==> src/rtl/ddc_params.svh <==
`ifndef DDC_PARAMS_SVH
`define DDC_PARAMS_SVH

// ---------------------------------------------------------------------------
// Command word fields
// ---------------------------------------------------------------------------
`define DDC_WORD_W       24
`define DDC_CMD_HI       21
`define DDC_CMD_LO       19
`define DDC_ADDR_HI      18
`define DDC_ADDR_LO      16
`define DDC_DATA_HI      15
`define DDC_PWR_HI       5
`define DDC_PWR_LO       4
`define DDC_SEL_B        1
`define DDC_SEL_A        0

// ---------------------------------------------------------------------------
// Command codes and addresses
// ---------------------------------------------------------------------------
`define DDC_CMD_WR_IN    3'h0
`define DDC_CMD_UPD      3'h1
`define DDC_CMD_WR_ALL   3'h2
`define DDC_CMD_WR_UPD   3'h3
`define DDC_CMD_PWR      3'h4
`define DDC_CMD_RST      3'h5
`define DDC_CMD_MASK     3'h6
`define DDC_CMD_REF      3'h7
`define DDC_ADDR_A       3'h0
`define DDC_ADDR_B       3'h1
`define DDC_ADDR_BOTH    3'h7

// ---------------------------------------------------------------------------
// Reset values
// ---------------------------------------------------------------------------
`define DDC_MASK_RST     2'h0
`define DDC_REF_RST      1'h0
`define DDC_PWR_RST      2'h0
`define DDC_CODE_RST     16'h0000
`define DDC_POR_CYC      3'h4

`endif

==> src/rtl/ddc_pkg.sv <==
package ddc_pkg;

    typedef enum logic [1:0] {
        DDC_PWR_NORMAL = 2'b00,
        DDC_PWR_1K     = 2'b01,
        DDC_PWR_100K   = 2'b10,
        DDC_PWR_TRI    = 2'b11
    } ddc_pwr_t;

    typedef struct packed {
        logic       reserved;
        logic       byte_sel;
        logic [2:0] cmd;
        logic [2:0] addr;
        logic [15:0] data;
    } ddc_word_t;

    typedef struct packed {
        ddc_pwr_t   mode_b;
        ddc_pwr_t   mode_a;
    } ddc_pwr_pair_t;

endpackage : ddc_pkg

==> src/rtl/ddc_ctrl.sv <==
`timescale 1ns/10ps
`include "ddc_params.svh"
module ddc_ctrl #(
    parameter int CODE_W = 16
) (
    // Clock and reset
    input  wire logic                 clk_sys,
    input  wire logic                 nrst,
    // Decoded command from the serial front end
    input  wire ddc_pkg::ddc_word_t   cmd_word,
    input  wire logic                 cmd_valid,
    input  wire logic                 write_busy,
    input  wire logic                 hs_mode,
    // Pins
    input  wire logic                 load_strobe_n,
    input  wire logic                 async_zero_n,
    // Results
    output logic [CODE_W-1:0]         dac_code_a,
    output logic [CODE_W-1:0]         dac_code_b,
    output ddc_pkg::ddc_pwr_pair_t    pwr_mode,
    output logic                      ref_enable,
    output logic [1:0]                load_bypass,
    output logic                      clear_mode,
    output logic                      write_abort,
    output logic                      hs_exit,
    output logic                      shift_clear
);
    import ddc_pkg::*;

    // -----------------------------------------------------------------------
    // Pin synchronisers
    // -----------------------------------------------------------------------
    logic ls_level;
    logic ls_fall;
    logic az_level;
    logic az_fall;

    ddc_pin_sync u_ls_sync (
        .clk_sys (clk_sys),
        .nrst    (nrst),
        .pin_in  (load_strobe_n),
        .level   (ls_level),
        .fall    (ls_fall)
    );

    ddc_pin_sync u_az_sync (
        .clk_sys (clk_sys),
        .nrst    (nrst),
        .pin_in  (async_zero_n),
        .level   (az_level),
        .fall    (az_fall)
    );

    // -----------------------------------------------------------------------
    // State
    // -----------------------------------------------------------------------
    logic [CODE_W-1:0] in_a_q;
    logic [CODE_W-1:0] in_a_d;
    logic [CODE_W-1:0] in_b_q;
    logic [CODE_W-1:0] in_b_d;
    logic [CODE_W-1:0] dac_a_q;
    logic [CODE_W-1:0] dac_a_d;
    logic [CODE_W-1:0] dac_b_q;
    logic [CODE_W-1:0] dac_b_d;
    logic [1:0]        dirty_q;
    logic [1:0]        dirty_d;
    logic [1:0]        mask_q;
    logic [1:0]        mask_d;
    ddc_pwr_pair_t     pwr_q;
    ddc_pwr_pair_t     pwr_d;
    logic              ref_q;
    logic              ref_d;
    logic              clr_q;
    logic              clr_d;
    logic [2:0]        por_cnt_q;
    logic              abort_q;
    logic              hsx_q;
    logic              shclr_q;

    // Power-on reset window: pin events stay masked until the synchronisers have
    // flushed whatever the pins did while reset was held.
    wire por_done = (por_cnt_q == `DDC_POR_CYC);
    always_ff @(posedge clk_sys or negedge nrst) begin
        if (!nrst) begin
            por_cnt_q <= 3'h0;
        end else if (!por_done) begin
            por_cnt_q <= por_cnt_q + 3'h1;
        end
    end

    // -----------------------------------------------------------------------
    // Decode
    // -----------------------------------------------------------------------
    wire        pins_live  = por_done;
    wire [CODE_W-1:0] code_zero = CODE_W'(`DDC_CODE_RST);
    wire        clr_evt    = pins_live & az_fall;
    wire        accept     = cmd_valid & ~clr_evt;
    wire [2:0]  cmd        = cmd_word.cmd;
    wire [2:0]  addr       = cmd_word.addr;
    wire [CODE_W-1:0] code = cmd_word.data[15 -: CODE_W];
    wire        hit_a      = (addr == `DDC_ADDR_A) || (addr == `DDC_ADDR_BOTH);
    wire        hit_b      = (addr == `DDC_ADDR_B) || (addr == `DDC_ADDR_BOTH);
    wire        is_wr      = (cmd == `DDC_CMD_WR_IN) || (cmd == `DDC_CMD_WR_ALL)
                             || (cmd == `DDC_CMD_WR_UPD);
    wire        wr_a       = accept & is_wr & hit_a;
    wire        wr_b       = accept & is_wr & hit_b;
    wire        sw_all     = accept & (cmd == `DDC_CMD_WR_ALL);
    wire        upd_a      = accept & hit_a &
                             ((cmd == `DDC_CMD_UPD) || (cmd == `DDC_CMD_WR_UPD));
    wire        upd_b      = accept & hit_b &
                             ((cmd == `DDC_CMD_UPD) || (cmd == `DDC_CMD_WR_UPD));
    wire        do_pwr     = accept & (cmd == `DDC_CMD_PWR);
    wire        do_rst     = accept & (cmd == `DDC_CMD_RST);
    wire        rst_full   = do_rst & cmd_word.data[0];
    wire        do_mask    = accept & (cmd == `DDC_CMD_MASK);
    wire        do_ref     = accept & (cmd == `DDC_CMD_REF);
    wire [1:0]  pwr_field  = cmd_word.data[`DDC_PWR_HI:`DDC_PWR_LO];
    // Strobe acts only when clear is high and power-on reset is over.
    wire        strobe_ok  = pins_live & az_level & ~clr_evt;
    wire        strobe_low = strobe_ok & ~ls_level;
    wire        strobe_go  = strobe_low | (strobe_ok & ls_fall);

    // -----------------------------------------------------------------------
    // Next-state logic
    // -----------------------------------------------------------------------
    always_comb begin
        in_a_d  = in_a_q;
        in_b_d  = in_b_q;
        dac_a_d = dac_a_q;
        dac_b_d = dac_b_q;
        dirty_d = dirty_q;
        mask_d  = mask_q;
        pwr_d   = pwr_q;
        ref_d   = ref_q;
        clr_d   = clr_q;
        if (wr_a) begin
            in_a_d     = code;
            dirty_d[0] = 1'b1;
        end
        if (wr_b) begin
            in_b_d     = code;
            dirty_d[1] = 1'b1;
        end
        // Channel A transfer: strobe, bypass mask, or software update.
        if ((dirty_d[0] && (strobe_go || mask_q[0])) || upd_a || sw_all) begin
            dac_a_d    = in_a_d;
            dirty_d[0] = 1'b0;
        end
        if ((dirty_d[1] && (strobe_go || mask_q[1])) || upd_b || sw_all) begin
            dac_b_d    = in_b_d;
            dirty_d[1] = 1'b0;
        end
        if (do_mask) begin
            mask_d = cmd_word.data[1:0];
        end
        if (do_pwr) begin
            if (cmd_word.data[`DDC_SEL_A]) begin
                pwr_d.mode_a = ddc_pwr_t'(pwr_field);
            end
            if (cmd_word.data[`DDC_SEL_B]) begin
                pwr_d.mode_b = ddc_pwr_t'(pwr_field);
            end
        end
        if (do_ref) begin
            ref_d = cmd_word.data[0];
        end
        if (do_rst) begin
            in_a_d  = code_zero;
            in_b_d  = code_zero;
            dac_a_d = code_zero;
            dac_b_d = code_zero;
            dirty_d = 2'h0;
        end
        if (rst_full) begin
            mask_d = `DDC_MASK_RST;
            pwr_d  = '{mode_b: DDC_PWR_NORMAL, mode_a: DDC_PWR_NORMAL};
            ref_d  = `DDC_REF_RST;
        end
        if (accept && is_wr) begin
            clr_d = 1'b0;
        end
        if (clr_evt) begin
            in_a_d  = code_zero;
            in_b_d  = code_zero;
            dac_a_d = code_zero;
            dac_b_d = code_zero;
            dirty_d = 2'h0;
            clr_d   = 1'b1;
        end
    end

    // -----------------------------------------------------------------------
    // Registers
    // -----------------------------------------------------------------------
    always_ff @(posedge clk_sys or negedge nrst) begin
        if (!nrst) begin
            in_a_q  <= '0;
            in_b_q  <= '0;
            dac_a_q <= '0;
            dac_b_q <= '0;
            dirty_q <= 2'h0;
            mask_q  <= `DDC_MASK_RST;
            pwr_q   <= '{mode_b: DDC_PWR_NORMAL, mode_a: DDC_PWR_NORMAL};
            ref_q   <= `DDC_REF_RST;
            clr_q   <= 1'b0;
        end else begin
            in_a_q  <= in_a_d;
            in_b_q  <= in_b_d;
            dac_a_q <= dac_a_d;
            dac_b_q <= dac_b_d;
            dirty_q <= dirty_d;
            mask_q  <= mask_d;
            pwr_q   <= pwr_d;
            ref_q   <= ref_d;
            clr_q   <= clr_d;
        end
    end

    // Abort, high-speed exit and shift clear are one-cycle pulses.
    always_ff @(posedge clk_sys or negedge nrst) begin
        if (!nrst) begin
            abort_q <= 1'b0;
            hsx_q   <= 1'b0;
            shclr_q <= 1'b0;
        end else begin
            abort_q <= clr_evt & write_busy;
            hsx_q   <= clr_evt & hs_mode;
            shclr_q <= do_rst | clr_evt;
        end
    end

    // -----------------------------------------------------------------------
    // Outputs
    // -----------------------------------------------------------------------
    assign dac_code_a  = dac_a_q;
    assign dac_code_b  = dac_b_q;
    assign pwr_mode    = pwr_q;
    assign ref_enable  = ref_q;
    assign load_bypass = mask_q;
    assign clear_mode  = clr_q;
    assign write_abort = abort_q;
    assign hs_exit     = hsx_q;
    assign shift_clear = shclr_q;
endmodule : ddc_ctrl

==> src/rtl/ddc_pin_sync.sv <==
`timescale 1ns/10ps
// Three-stage synchroniser; the level changes once stages two and three agree.
module ddc_pin_sync (
    // Clock and reset
    input  wire logic clk_sys,
    input  wire logic nrst,
    // Pin and result
    input  wire logic pin_in,
    output logic      level,
    output logic      fall
);
    logic [2:0] stg_q;
    logic       level_q;
    wire        agree = (stg_q[1] == stg_q[2]);

    always_ff @(posedge clk_sys or negedge nrst) begin
        if (!nrst) begin
            stg_q   <= 3'h7;
            level_q <= 1'b1;
        end else begin
            stg_q <= {stg_q[1:0], pin_in};
            if (agree) begin
                level_q <= stg_q[2];
            end
        end
    end

    assign level = level_q;
    assign fall  = level_q & agree & ~stg_q[2];
endmodule : ddc_pin_sync

==> config.mk <==
export PLATFORM = sky130hd
export DESIGN_NAME = ddc_ctrl
export DESIGN_NICKNAME = d
export VERILOG_FILES = /design/src/rtl/ddc_pkg.sv /design/src/rtl/ddc_ctrl.sv /design/src/rtl/ddc_pin_sync.sv
export VERILOG_INCLUDE_DIRS = /design/src /design/src/rtl
export SDC_FILE = /design/constraint.sdc
export NUM_CORES = 1
export LEC_CHECK = 0
export BUFFER_PORTS_ARGS = -buffer_cell sky130_fd_sc_hd__buf_2
export CAP_MARGIN = 20
export CORE_MARGIN = 2
export CORE_UTILIZATION = 50
export DETAILED_ROUTE_END_ITERATION = 8
export PLACE_DENSITY = 0.74
export SYNTH_ARGS = -nofsm -noshare
export SYNTH_HDL_FRONTEND = slang
export SYNTH_SLANG_ARGS = --single-unit
==> constraint.sdc <==
create_clock -name clk_sys -period 2.9 [get_ports clk_sys]
set_clock_uncertainty 0.2 [all_clocks]
set_input_delay 0.29 -clock clk_sys [delete_from_list [all_inputs] [get_ports clk_sys]]
set_output_delay 0.29 -clock clk_sys [all_outputs]
set_load 0.01 [all_outputs]
==> impl_metrics.tcl <==
set metrics [dict create \
    outcome "completed" \
    max_freq_mhz 378 \
    post_cts_hold_buffer_count 5 \
    synthesis.nets 308 \
    port-buffer-count 71 \
    portion_of_the_post_synthesis_area_used_by_sequential_elements 0.596 \
    worstRegToRegCells 7 \
    dp_worst_setup_slack_ns 0.241 \
    r2r-end "dac_code_b[1]$_DFFE_PN0P_" \
    mappedNetlistArea_um2 3710 \
    post_syn_instances 275 \
    cts_num_sinks 88 \
    synth.avg_cell_area_um2 13.5 \
    cp-endpoint "dac_code_b[1]$_DFFE_PN0P_" \
    synth_enable_flop_cells 0 \
    grt_antenna_before_repair 0 \
    grt_max_degree 56 \
    die_w_um 90.1 \
    gpl.final_weighted_congestion 0.827 \
    cpMaxStageDelayCell "o21bai_4" \
    share_of_the_clock_period_used_by_the_worst_path 0.913 \
    initial_core_util 0.514 \
    fin_nets 390 \
    max-slew-margin-rel 0.529 \
    setup_viol 0 \
    hp-class "in -> reg" \
    cts_buffers 9 \
    synth.area.top_cells "dfrtp_1 (54%), mux2i_1 (8.6%), mux2_4 (8.1%), dfstp_2 (5.7%), nor2_1 (4.4%)" \
    clock_tree_root "clkbuf_8" \
    hold_viol 0 \
    synth.distinct_cells 39 \
    setup_tns_ns 0 \
    max_slew.worst_pin.slew_ns 0.705 \
    antenna-diode-count 0 \
    drtPass1Iterations 4 \
    first_global_vias 2427 \
    post_cts_resized 0 \
    largest_incremental_delay_on_the_critical_path_ns 0.57 \
    cts_setup_buffers 0 \
    place.detailed.hpwl_um 4910 \
    crit_chain "inv_1 > ha_1 > nand3_1 > nor3_1 > nor2_1 > o21bai_4 > mux2_2" \
    core_area_um2 7210 \
    synth_top_area_share 0.540 \
    antenna_left 0 \
    synth.yosys.warnings 0 \
    rsz0062_at_grt "no" \
    vdd_drop_max_mv 0.398 \
    wire_per_inst_um 15.4 \
    finalCoreUtilization 0.610 \
    die_area_um2 8120 \
    startpoint_type "flip-flop" \
    timing_worst_setup_path_type "reg -> reg" \
    layoutNonFillerInstCount 461 \
    cts_tree "built" \
    final_layout_size_suffix_gt1_frac 0.392 \
    timing.critical_path.required_ns 2.94 \
    crit_path_start "por_cnt_q[0]$_DFFE_PN0P_" \
    dr_total_vias 2371 \
    critPathArrivalTime_ns 2.69 \
    grt_remaining_overflow 0 \
    fillcell_total 620 \
    drc_violations_left 0 \
    finalMaxSlewViolations 0 \
    number_of_top_level_pins 74 \
    yosys.cell_count.top_type "dfrtp_1" \
    ys_dominant_reg_cell "dfrtp_1" \
    numPlacedInstances 440 \
    number_of_flip_flops_and_latches_in_the_synthesized_netlist 88 \
    reg2reg_slack_ns 0.25 \
    routed_wirelength_um 7080 \
    cap_violations 0 \
    crit_path_max_fanout 16 \
    num_rows 31 \
    global_route_wire_length_before_repair_um 12200 \
    most_numerous_cell_types_in_the_synthesized_netlist "dfrtp_1 (80), nor2_1 (43), mux2i_1 (32), mux2_4 (20), mux2_2 (14)" \
    clock_latency_ns 0.35 \
    cts-htree-levels 3 \
    leakagePower_nw 2.46 \
    die-height_um 90.1 \
    post-route-min-period_ns 2.65 \
    vias_per_cell 5.14 \
    cellPowerDensity_nw_per_um2 606 \
    syn_to_final_growth_pct 18.7 \
    dr.first_iter.drc_count 121 \
    grt_util_all_layers 0.190 \
    synth.largest_area_cell "dfrtp_1" \
    hold_depth 3 \
    synth-async-reset-ratio 1.00 \
    cts_buffer_depth 2 \
    rr_startpoint "por_cnt_q[0]$_DFFE_PN0P_" \
    crit_path_end_kind "flip-flop" \
    worst_slack_ns 0.252 \
    clkTransAtPathRegs_ns 0.08 \
]
-- flip-flops by register name (all words and copies together), names as in the netlist, 2 cells and up --
name	flops
pwr_mode	4
in_a_q	16
u_az_sync.stg_q	3
dac_code_a	16
dac_code_b	16
load_bypass	2
dirty_q	2
in_b_q	16
por_cnt_q	3
u_ls_sync.stg_q	3
-- worst max-delay path, delay by kind of cell, from the launching register on --
| family | cells | cell delay (ns) |
|---|---|---|
| compound gates | 1 | 0.57 |
| fa+ha+maj | 1 | 0.23 |
| buf+inv | 1 | 0.09 |
| flops | 1 | 0.38 |
| mux | 1 | 0.40 |
| simple gates | 3 | 0.67 |
-- cell families after synthesis --
family,share of synthesized area
AND/OR/NAND/NOR,0.102
adder cells (fa/ha/maj),0.00944
XOR/XNOR,0.00472
flip-flops,0.596
AO/OA/AOI/OAI,0.0496
multiplexers,0.210
buffers and inverters,0.0283
-- routing by layer --
layer / wire length [um] / global-route usage
met2: 3340 / 0.297
met5: 0 / 0
met1: 3320 / 0.257
met3: 356 / 0.0520
met4: 64 / 0.0654
-- how the worst min path moves through the flow --
stage | slack [ns] | startpoint | end
3_5_place_dp | 0.15 | u_ls_sync.stg_q[0]$_DFF_PN1_ | u_ls_sync.stg_q[1]$_DFF_PN1_
4_1_cts | 0.04 | cmd_word[11] | in_a_q[11]$_DFF_PN0_
6_report | 0.05 | cmd_word[15] | in_b_q[15]$_DFF_PN0_
3_3_place_gp | 0.15 | u_ls_sync.stg_q[0]$_DFF_PN1_ | u_ls_sync.stg_q[1]$_DFF_PN1_
2_1_floorplan | -0.21 | nrst | clear_mode$_DFFE_PN0P_
5_1_grt | 0.06 | cmd_word[2] | in_b_q[2]$_DFF_PN0_
-- cells in the final DEF (no fill, tap or decap), drive strengths merged, types with 5 or more instances in the layout --
cell type and n:
mux2i 32, nor2 43, inv 5, o21ai 10
dfstp 8, nand2 8, dfrtp 80, nor3 7
clkbuf 10, dlygate4sd3 5, mux2 34, buf 76
nor2b 8
-- report_power, final --
part / internal, mW / leakage (nW) / total, mW / switching, mW
Sequential: 1.36 / 1.16 / 1.43 / 0.0628
Combinational: 0.237 / 1.21 / 0.481 / 0.244
Clock: 0.336 / 0.0887 / 0.760 / 0.424
Total: 1.94 / 2.46 / 2.67 / 0.731
-- final cells by class --
class,instances,area [um^2],area share
inverter,4,15.0,0.00341
tap,99,124,0.0281
timing repair buffer,81,465,0.106
clock buffer,10,138,0.0313
sequential,88,2210,0.502
clock inverter,6,42.5,0.00966
multi-input combinational,173,1410,0.319
-- through the flow --
step	area [um^2]	hold slack, ns	power, mW
final	4400	0.0518	2.67
after global routing	4400	0.0561	2.82
after CTS	4400	0.0388	2.70
after detailed placement	4170	0.147	1.93
after global placement	4160	0.147	1.92
after floorplan	3710	-0.206	1.74
No activity file was read; power rests on OpenSTA's default activity.
